$ cat src/uss_params.svh
// Register indices, field positions and reset values of the synchronous slave serial port
`ifndef USS_PARAMS_SVH
`define USS_PARAMS_SVH

`define USS_ADDR_W      10
`define USS_IDX_W       8
`define USS_IDX_IRQF    8'h0C
`define USS_IDX_RECEIVE_STATUS_CONTROL   8'h18
`define USS_IDX_TXBUF   8'h19
`define USS_IDX_RXFIFO  8'h1A
`define USS_IDX_IRQE    8'h8C
`define USS_IDX_TRANSMIT_STATUS_CONTROL   8'h98
`define USS_IDX_BAUD    8'h99

`define USS_B_CLOCK_SOURCE_SELECT      7
`define USS_B_TX9       6
`define USS_B_TRANSMIT_ENABLE      5
`define USS_B_SYNC      4
`define USS_B_SHIFT_EMPTY_FLAG      1
`define USS_B_TX_NINTH_BIT_VALUE      0
`define USS_B_SERIAL_PORT_ENABLE      7
`define USS_B_RX9       6
`define USS_B_CONTINUOUS_RECEIVE_ENABLE      4
`define USS_B_FRAMING_ERROR      2
`define USS_B_OVERRUN_ERROR      1
`define USS_B_RX_NINTH_BIT_VALUE      0
`define USS_B_RXF       5
`define USS_B_TXF       4

`define USS_TRANSMIT_STATUS_CONTROL_RST   8'h02
`define USS_TRANSMIT_STATUS_CONTROL_WMASK 8'hF5
`define USS_RECEIVE_STATUS_CONTROL_WMASK 8'hF8
`define USS_LAST8       4'h7
`define USS_LAST9       4'h8
`define USS_FIFO_FULL   2'h2

`endif

$ cat src/uss_pkg.sv
// Types shared by the synchronous slave serial port modules
package uss_pkg;

  // Transmitter phase, one bit wide so every code is legal
  typedef enum logic [0:0] {
    USS_TX_IDLE  = 1'b0,
    USS_TX_SHIFT = 1'b1
  } uss_tx_state_t;

  // Synchroniser state
  typedef struct packed {
    logic ff1;
    logic ff2;
    logic ff3;
    logic level;
    logic rise;
    logic fall;
  } uss_sync_t;

  // Complete state of the port
  typedef struct packed {
    logic [7:0]      transmit_status_control;
    logic [7:0]      receive_status_control;
    logic [7:0]      irqe;
    logic [7:0]      baud;
    logic [7:0]      txbuf;
    logic            txbuf_full;
    uss_tx_state_t   tx_state;
    logic [8:0]      tx_shift_register;
    logic [3:0]      tx_cnt;
    logic            dout;
    logic            doe;
    logic [8:0]      rx_shift_register;
    logic [3:0]      rx_cnt;
    logic            overrun_error;
    logic [1:0][8:0] fifo;
    logic            fifo_rd;
    logic            fifo_wr;
    logic [1:0]      fifo_cnt;
    logic [31:0]     prdata;
    logic            pop_ok;
  } uss_state_t;

endpackage : uss_pkg

$ cat src/uss_sync_slave.sv
// Synchronous slave serial port with APB register access
// What this block does
// Shift clock always comes from the clock pin; the block never drives it.
// Slave mode is active when the clock source select bit is clear.
// Transfers keep running while the core is halted; nothing depends on halt.
// Slave transmit and receive behave like the master-mode transfers.
// A buffer write with the shifter idle loads the shifter at once.
// A word written during shifting waits in the buffer; empty flag stays low.
// After the last bit the waiting word moves on and the empty flag rises.
// Empty flag with transmit interrupt enable raises the interrupt (wake request).
// The single receive enable bit has no effect on reception.
// Continuous receive enable alone lets a word arrive, even during halt.
// A completely received word goes from the shifter into the FIFO.
// Received data with receive interrupt enable raises the interrupt.
// Receive data flag shows FIFO content; interrupt only when enabled.
// Software sets up transmit: mode bits, receive enables off, enables, then data.
// Software loads the ninth transmit bit before writing the data byte.
// Software sets up receive: mode bits, enables, then continuous receive.
// Software reads receive status before reading the received byte.
// Clearing continuous receive enable clears the error flags.
// The data pin is sampled on the falling shift-clock edge.
// FIFO holds two words; a third completing while full sets overrun, dropped.
// While overrun is set no word enters the FIFO.
// The ninth bit travels with each word; a read exposes the next entry's.
// The shift clock is synchronised and its edges found before shifting.
`timescale 1ns/1ps
`default_nettype none

`include "uss_params.svh"

module uss_sync_slave
  import uss_pkg::*;
(
  input  wire logic                   pclk,
  input  wire logic                   presetn,
  input  wire logic                   psel,
  input  wire logic                   penable,
  input  wire logic                   pwrite,
  input  wire logic [`USS_ADDR_W-1:0] paddr,
  input  wire logic [31:0]            pwdata,
  output logic      [31:0]            prdata,
  output logic                        pready,
  output logic                        pslverr,
  input  wire logic                   shift_clock_pin,
  input  wire logic                   serial_data_pin_i,
  output logic                        serial_data_pin_o,
  output logic                        serial_data_pin_oe,
  output logic                        irq
);

  uss_state_t r_reg;
  uss_state_t r_next;

  localparam uss_state_t ST_RST = '{transmit_status_control: `USS_TRANSMIT_STATUS_CONTROL_RST, tx_state: USS_TX_IDLE, default: '0};

  // Index of the last bit of a word for 8- or 9-bit framing
  function automatic logic [3:0] last_bit(input logic nine);
    return nine ? `USS_LAST9 : `USS_LAST8;
  endfunction : last_bit

  // Word-aligned hit on a register index
  function automatic logic reg_hit(input logic [`USS_ADDR_W-1:0] a, input logic [`USS_IDX_W-1:0] idx);
    return (a[1:0] == 2'h0) && (a[`USS_ADDR_W-1:2] == idx);
  endfunction : reg_hit

  logic clk_fall;
  logic data_lvl;
  logic slave_on;
  logic tx_on;
  logic rx_on;
  logic txf;
  logic rxf;
  logic addr_ok;
  logic acc_wr;
  logic acc_rd;
  logic pop;
  logic push;
  logic load;
  logic word_done;
  logic [7:0] rd_mux;
  logic [7:0] irqf_val;
  logic [8:0] word;

  // Clock pin is an input only; its edges come from the synchroniser
  uss_edge_sync u_clk_sync (
    .pclk     (pclk),
    .presetn  (presetn),
    .async_in (shift_clock_pin),
    .level    (),
    .rise     (),
    .fall     (clk_fall)
  );

  // Same latency as the clock path, so the bit sampled matches the edge seen
  uss_edge_sync u_dat_sync (
    .pclk     (pclk),
    .presetn  (presetn),
    .async_in (serial_data_pin_i),
    .level    (data_lvl),
    .rise     (),
    .fall     ()
  );

  // Mode and flag decode
  assign slave_on = r_reg.receive_status_control[`USS_B_SERIAL_PORT_ENABLE] & r_reg.transmit_status_control[`USS_B_SYNC] & ~r_reg.transmit_status_control[`USS_B_CLOCK_SOURCE_SELECT];
  assign tx_on    = slave_on & r_reg.transmit_status_control[`USS_B_TRANSMIT_ENABLE];
  assign rx_on    = slave_on & r_reg.receive_status_control[`USS_B_CONTINUOUS_RECEIVE_ENABLE];
  assign txf      = r_reg.transmit_status_control[`USS_B_TRANSMIT_ENABLE] & ~r_reg.txbuf_full; // flags read zero after reset
  assign rxf      = (r_reg.fifo_cnt != 2'h0);
  // No halt input exists: nothing here can stop while the core sleeps
  assign irq      = (txf & r_reg.irqe[`USS_B_TXF]) | (rxf & r_reg.irqe[`USS_B_RXF]);

  // APB decode; zero wait states, unmapped addresses answer with an error
  always_comb begin
    addr_ok = reg_hit(paddr, `USS_IDX_IRQF) | reg_hit(paddr, `USS_IDX_RECEIVE_STATUS_CONTROL) |
              reg_hit(paddr, `USS_IDX_TXBUF) | reg_hit(paddr, `USS_IDX_RXFIFO) |
              reg_hit(paddr, `USS_IDX_IRQE) | reg_hit(paddr, `USS_IDX_TRANSMIT_STATUS_CONTROL) |
              reg_hit(paddr, `USS_IDX_BAUD);
  end
  assign pready  = penable;
  assign pslverr = psel & penable & ~addr_ok;
  assign acc_wr  = psel & penable & pwrite & addr_ok;
  assign acc_rd  = psel & penable & ~pwrite & addr_ok;
  assign prdata  = r_reg.prdata;
  assign serial_data_pin_o  = r_reg.dout;
  assign serial_data_pin_oe = r_reg.doe;

  // Read multiplexer; framing_error never sets in synchronous mode
  always_comb begin
    irqf_val = 8'h00;
    irqf_val[`USS_B_RXF] = rxf;
    irqf_val[`USS_B_TXF] = txf;
    rd_mux = 8'h00;
    if (reg_hit(paddr, `USS_IDX_IRQF)) begin
      rd_mux = irqf_val;
    end else if (reg_hit(paddr, `USS_IDX_RECEIVE_STATUS_CONTROL)) begin
      rd_mux = r_reg.receive_status_control & `USS_RECEIVE_STATUS_CONTROL_WMASK;
      rd_mux[`USS_B_OVERRUN_ERROR] = r_reg.overrun_error;
      rd_mux[`USS_B_RX_NINTH_BIT_VALUE] = r_reg.fifo[r_reg.fifo_rd][8];
    end else if (reg_hit(paddr, `USS_IDX_RXFIFO)) begin
      rd_mux = r_reg.fifo[r_reg.fifo_rd][7:0];
    end else if (reg_hit(paddr, `USS_IDX_IRQE)) begin
      rd_mux = r_reg.irqe;
    end else if (reg_hit(paddr, `USS_IDX_TRANSMIT_STATUS_CONTROL)) begin
      rd_mux = r_reg.transmit_status_control & `USS_TRANSMIT_STATUS_CONTROL_WMASK;
      rd_mux[`USS_B_SHIFT_EMPTY_FLAG] = (r_reg.tx_state == USS_TX_IDLE);
    end else if (reg_hit(paddr, `USS_IDX_BAUD)) begin
      rd_mux = r_reg.baud;
    end
  end

  // Next-state logic for registers, transmitter and receiver
  always_comb begin
    r_next    = r_reg;
    load      = 1'b0;
    word_done = 1'b0;
    push      = 1'b0;
    word      = 9'h000;

    // Read data is captured in the setup phase so prdata comes from a flop
    if (psel && !penable) begin
      r_next.prdata = {24'h000000, rd_mux};
      r_next.pop_ok = reg_hit(paddr, `USS_IDX_RXFIFO) & rxf;
    end
    // Only a FIFO that was non-empty at setup is popped, so no word is lost unseen
    pop = acc_rd & reg_hit(paddr, `USS_IDX_RXFIFO) & r_reg.pop_ok;

    // Register writes
    if (acc_wr) begin
      if (reg_hit(paddr, `USS_IDX_TRANSMIT_STATUS_CONTROL)) begin
        r_next.transmit_status_control = pwdata[7:0] & `USS_TRANSMIT_STATUS_CONTROL_WMASK;
      end
      if (reg_hit(paddr, `USS_IDX_RECEIVE_STATUS_CONTROL)) begin
        r_next.receive_status_control = pwdata[7:0] & `USS_RECEIVE_STATUS_CONTROL_WMASK;
      end
      if (reg_hit(paddr, `USS_IDX_IRQE)) begin
        r_next.irqe = pwdata[7:0];
      end
      if (reg_hit(paddr, `USS_IDX_BAUD)) begin
        r_next.baud = pwdata[7:0];
      end
    end

    // Transmitter; data changes after each falling edge the master samples on
    if (!tx_on) begin
      r_next.tx_state = USS_TX_IDLE;
      r_next.tx_cnt   = 4'h0;
    end else begin
      unique case (r_reg.tx_state)
        USS_TX_IDLE: begin
          load = r_reg.txbuf_full;
        end
        USS_TX_SHIFT: begin
          if (clk_fall) begin
            if (r_reg.tx_cnt == last_bit(r_reg.transmit_status_control[`USS_B_TX9])) begin
              r_next.tx_cnt   = 4'h0;
              r_next.tx_state = USS_TX_IDLE;
              load = r_reg.txbuf_full;
            end else begin
              r_next.tx_cnt = r_reg.tx_cnt + 4'h1;
            end
          end
        end
      endcase
    end
    // Ninth bit is taken at transfer time, hence it must be loaded first
    if (load) begin
      r_next.tx_shift_register        = {r_reg.transmit_status_control[`USS_B_TX_NINTH_BIT_VALUE], r_reg.txbuf};
      r_next.txbuf_full = 1'b0;
      r_next.tx_state   = USS_TX_SHIFT;
      r_next.tx_cnt     = 4'h0;
    end
    // A write in the same cycle as a transfer wins, keeping the new word held
    if (acc_wr && reg_hit(paddr, `USS_IDX_TXBUF)) begin
      r_next.txbuf      = pwdata[7:0];
      r_next.txbuf_full = 1'b1;
    end
    r_next.dout = r_next.tx_shift_register[r_next.tx_cnt];
    r_next.doe  = (r_next.tx_state == USS_TX_SHIFT);

    // Receiver
    if (!rx_on) begin
      r_next.rx_cnt = 4'h0;
    end else if (clk_fall) begin
      r_next.rx_shift_register[r_reg.rx_cnt] = data_lvl;
      if (r_reg.rx_cnt == last_bit(r_reg.receive_status_control[`USS_B_RX9])) begin
        r_next.rx_cnt = 4'h0;
        word_done     = 1'b1;
      end else begin
        r_next.rx_cnt = r_reg.rx_cnt + 4'h1;
      end
    end
    word    = r_next.rx_shift_register;
    word[8] = r_reg.receive_status_control[`USS_B_RX9] & r_next.rx_shift_register[8];
    if (word_done) begin
      if (r_reg.overrun_error) begin
        push = 1'b0;
      end else if (r_reg.fifo_cnt == `USS_FIFO_FULL) begin
        r_next.overrun_error = 1'b1;
      end else begin
        push = 1'b1;
      end
    end
    // Clearing continuous receive clears the error; it has no later set to race
    if (!r_reg.receive_status_control[`USS_B_CONTINUOUS_RECEIVE_ENABLE]) begin
      r_next.overrun_error = 1'b0;
    end

    // FIFO pointers
    if (push) begin
      r_next.fifo[r_reg.fifo_wr] = word;
      r_next.fifo_wr = ~r_reg.fifo_wr;
    end
    if (pop) begin
      r_next.fifo_rd = ~r_reg.fifo_rd;
    end
    r_next.fifo_cnt = r_reg.fifo_cnt + {1'b0, push} - {1'b0, pop};
  end

  // State register
  always_ff @(posedge pclk or negedge presetn) begin
    if (!presetn) begin
      r_reg <= ST_RST;
    end else begin
      r_reg <= r_next;
    end
  end

  logic [1:0] fcnt_past;
  always_ff @(posedge pclk or negedge presetn) begin
    if (!presetn) begin
      fcnt_past <= 2'h0;
    end else begin
      fcnt_past <= r_reg.fifo_cnt;
    end
  end
endmodule : uss_sync_slave

`default_nettype wire

$ cat src/uss_edge_sync.sv
// Three-stage synchroniser with a stable level and one-cycle edge pulses
`timescale 1ns/1ps
`default_nettype none

module uss_edge_sync
  import uss_pkg::*;
(
  input  wire logic pclk,
  input  wire logic presetn,
  input  wire logic async_in,
  output logic      level,
  output logic      rise,
  output logic      fall
);

  uss_sync_t s_reg;
  uss_sync_t s_next;

  // A change counts only once stages two and three agree; stage one feeds stage two alone
  always_comb begin
    s_next      = s_reg;
    s_next.ff1  = async_in;
    s_next.ff2  = s_reg.ff1;
    s_next.ff3  = s_reg.ff2;
    s_next.rise = 1'b0;
    s_next.fall = 1'b0;
    if ((s_reg.ff2 == s_reg.ff3) && (s_reg.ff3 != s_reg.level)) begin
      s_next.level = s_reg.ff3;
      s_next.rise  = s_reg.ff3;
      s_next.fall  = ~s_reg.ff3;
    end
  end

  // State register
  always_ff @(posedge pclk or negedge presetn) begin
    if (!presetn) begin
      s_reg <= '0;
    end else begin
      s_reg <= s_next;
    end
  end

  assign level = s_reg.level;
  assign rise  = s_reg.rise;
  assign fall  = s_reg.fall;

endmodule : uss_edge_sync

`default_nettype wire

$ cat config.mk
export PLATFORM = sky130hd
export DESIGN_NAME = uss_sync_slave
export DESIGN_NICKNAME = d
export VERILOG_FILES = /design/src/uss_pkg.sv /design/src/uss_sync_slave.sv /design/src/uss_edge_sync.sv
export VERILOG_INCLUDE_DIRS = /design/src
export SDC_FILE = /design/constraint.sdc
export NUM_CORES = 1
export LEC_CHECK = 0
export BUFFER_PORTS_ARGS = -buffer_cell sky130_fd_sc_hd__clkbuf_2
export CAP_MARGIN = 20
export CORE_ASPECT_RATIO = 1.2
export CORE_MARGIN = 1
export CORE_UTILIZATION = 45
export CTS_CLUSTER_SIZE = 28
export DETAILED_ROUTE_END_ITERATION = 6
export GPL_TIMING_DRIVEN = 0
export PLACE_DENSITY = 0.69
export SLEW_MARGIN = 20
export SYNTH_ARGS = -nofsm -noshare
export SYNTH_HDL_FRONTEND = slang
export SYNTH_SLANG_ARGS = --single-unit
$ cat constraint.sdc
create_clock -name pclk -period 2.5 [get_ports pclk]
set_input_delay 0.25 -clock pclk [delete_from_list [all_inputs] [get_ports pclk]]
set_output_delay 0.25 -clock pclk [all_outputs]
set_load 0.01 [all_outputs]
==> impl_metrics.env <==
export IMPL_max_stage_delay_ns=0.46
export IMPL_grt_usage_pct=19.3
export IMPL_r2r_slack_ns=0.09
export IMPL_status="completed"
export IMPL_synth_compound_area_share_pct=8.10
export IMPL_avgRoutedWirePerCell_um=16.4
export IMPL_p_per_area_nw_per_um2=557
export IMPL_end_kind="flop"
export IMPL_critPathLaunchType="flop"
export IMPL_io_buffers=35
export IMPL_drv_slew=0
export IMPL_clockBufferDepth=2
export IMPL_fin_skew_ns=0.0100
export IMPL_most_common_layout_cells="dfrtp_1, mux2_2, buf_4"
export IMPL_r2r_end="serial_data_pin_o"
export IMPL_fill_cells=959
export IMPL_crit_end="serial_data_pin_o"
export IMPL_synth_simple_area_share_pct=12.5
export IMPL_critPathMaxFanout=6
export IMPL_max_cap_viol_count=0
export IMPL_rsz0062_at_grt="false"
export IMPL_placedInstanceArea_um2=5600
export IMPL_pre_cts_ws_ns=-0.362
export IMPL_drive_gt1_share_pct=37.1
export IMPL_worst_pin_slew_ns=0.730
export IMPL_yosys_area_top_type="dfrtp_1"
export IMPL_grt_pass1_vias=3431
export IMPL_drt_iter0_markers=133
export IMPL_synthMuxAreaShare_pct=18.3
export IMPL_period_minus_slack_ns=2.41
export IMPL_die_y_um=119
export IMPL_cts_root_buf="clkbuf_16"
export IMPL_holdPathStages=1
export IMPL_largest_reg_flops=86
export IMPL_timing_final_ws_setup_ns=0.0890
export IMPL_hold_class="in2reg"
export IMPL_slew_headroom_pct=51.1
export IMPL_numCtsBuffers=9
export IMPL_cts_tree="done"
export IMPL_crit_type="reg2reg"
export IMPL_crit_start="r_reg[71]"
export IMPL_synth_top_family_by_area="multiplexers"
export IMPL_leakage_uw=0.00289
export IMPL_ys_types=58
export IMPL_crit_chain="or3b_4 -> o32a_1 -> a21oi_4 -> buf_6 -> mux2_2 -> o22ai_2 -> a211o_1 -> a31oi_1"
export IMPL_seqCellArea_um2=2630
export IMPL_initial_core_util_pct=46.2
export IMPL_peakVddDrop_mv=0.299
export IMPL_fmax_mhz=415
export IMPL_async_reset_ff_share_pct=100
export IMPL_htreeDepth=3
export IMPL_ys_seq_area_share_pct=51.5
export IMPL_place_hpwl_um=7730
export IMPL_ant_nets=0
export IMPL_clock_sinks=105
export IMPL_vias=3431
export IMPL_syn_area_per_cell_um2=12.0
export IMPL_dieArea_um2=11800
export IMPL_yosys_area_top_type_share_pct=51.5
export IMPL_clkLatencyLatePin_ns=0.35
export IMPL_grt_overflow=0
export IMPL_multiInputGateArea_um2=2280
export IMPL_worstRegToRegCells=8
export IMPL_syn2layout_area_growth_pct=17.3
export IMPL_critical_path_required_ns=2.72
export IMPL_r2r_start="r_reg[71]"
export IMPL_fin_area_um2=5980
export IMPL_hold_viol_final=0
export IMPL_synthTopCellsByArea="dfrtp_1, mux2_2, buf_4"
export IMPL_rows=42
export IMPL_syn_inst=424
export IMPL_grt_first_pass_wirelength_um=17400
export IMPL_nets=555
export IMPL_n_antenna_cell=0
export IMPL_postLayoutCoreUtil_pct=54.2
export IMPL_final_common_cell="dfrtp_1"
export IMPL_synth_ff_latch_count=105
export IMPL_drt_pass1_iterations=5
export IMPL_wl_um=10400
export IMPL_io_pins=86
export IMPL_synth_xor_area_share_pct=0.859
export IMPL_drc=0
export IMPL_period_share_pct=96.4
export IMPL_synth_fa_ha_area_share_pct=2.11
export IMPL_routed_via_density=5.39
export IMPL_grt_antenna_before_repair=0
export IMPL_grt_max_degree=92
export IMPL_yosys_warnings=0
export IMPL_synth_edf_count=0
export IMPL_worstPathArrival_ns=2.63
export IMPL_finalSetupViolations=0
export IMPL_die_x_um=99.2
export IMPL_synth_ff_type="dfrtp_1"
export IMPL_synth_area_um2=5100
export IMPL_cts_reportedPaths_clkPinSlew_ns=0.07
export IMPL_cp_slowest_cell="dfrtp_2"
export IMPL_core_area_um2=11000
export IMPL_gp_congestion=0.776
## Yosys cell counts, types with 2 or more instances
master    count
dfrtp_1     105
mux2_2       74
buf_4        34
nand2_1      27
nor2_1       22
o21ai_0      17
a21oi_1      11
mux2i_1      10
inv_1         8
nand2b_1      8
clkbuf_1      7
ha_1          7
nand3_1       7
a31oi_1       6
a222oi_1      5
nor2b_1       4
and3_1        3
nand4_1       3
nand4b_1      3
nor3b_1       3
nor4_4        3
or3_1         3
or4b_1        3
xnor2_1       3
a211o_1       2
a211oi_1      2
and2_1        2
and4_1        2
and4b_1       2
buf_1         2
maj3_1        2
nor3_1        2
nor3_2        2
o21ai_1       2
o21bai_1      2
o22ai_1       2
o31ai_1       2
xor2_1        2
## layout make-up
| cell class | count | area share [%] |
|---|---|---|
| tap | 132 | 2.76 |
| clock inverter | 4 | 0.857 |
| inverter | 9 | 0.564 |
| timing repair buffer | 43 | 4.52 |
| sequential | 105 | 43.9 |
| clock buffer | 12 | 4.29 |
| buffer | 42 | 4.96 |
| multi-input combinational | 289 | 38.1 |
## stage by stage
stage / power (uW) / std cells / hold slack, ns / setup TNS, ns
floorplan: 1850 / 447 / -0.0456 / -0.0775
global placement: 1930 / 614 / 0.334 / -21.09
detailed placement: 1940 / 615 / 0.108 / -9.08
CTS: 3380 / 636 / 0.00127 / 0
global route: 3460 / 636 / 0.00442 / 0
finish: 3330 / 636 / 0.0139 / 0
## timing repair
action	in CTS	in global routing
endpoints found under the setup margin	10	14
hold buffers	1	0
pin swaps	1	2
hold endpoints to repair	14	0
buffers inserted	4	2
gates cloned	0	0
resized for setup	1	9
## per-layer routing
layer | track usage, % | up-vias | part of all wire, %
met5 | 0 | - | 0
met3 | 3.49 | 14 | 2.6
met2 | 33.9 | 53 | 54
met4 | 7.54 | 0 | 1.8
met1 | 23.4 | 1746 | 41
li1 | - | 1618 | -
## critical path: cells and delay by family (launching register included)
kind	cells	cell delay, ns
AOI/OAI and AO/OA	5	0.89
muxes	1	0.36
DFF	1	0.46
and+or+nand+nor	1	0.42
buffers and inverters	1	0.15
## cells by family after synthesis
| logic type | count (synthesis) |
|---|---|
| AO/OA/AOI/OAI | 61 |
| XOR/XNOR | 5 |
| other | 1 |
| buffers and inverters | 53 |
| flip-flops | 105 |
| multiplexers | 84 |
| adder cells (fa/ha/maj) | 9 |
| AND/OR/NAND/NOR | 106 |
## power by group
group | leakage, uW | internal (uW) | switching [uW]
Sequential | 0.00143 | 1720 | 12.2
Clock | 0.000149 | 831 | 594
Combinational | 0.00131 | 72.6 | 107
Total | 0.00289 | 2620 | 714
## how the worst min path moves through the flow
| stage | to | slack (ns) | start |
|---|---|---|---|
| 2_1_floorplan | prdata[0] | -0.05 | presetn |
| 3_3_place_gp | u_clk_sync.s_next[3] | 0.33 | u_clk_sync.s_next[4] |
| 3_5_place_dp | u_dat_sync.s_next[3] | 0.11 | presetn |
| 4_1_cts | u_dat_sync.s_next[4] | 0.001 | serial_data_pin_i |
| 5_1_grt | u_dat_sync.s_next[4] | 0.004 | serial_data_pin_i |
| 6_report | u_dat_sync.s_next[4] | 0.01 | serial_data_pin_i |
(Power assumes the default switching activity.)
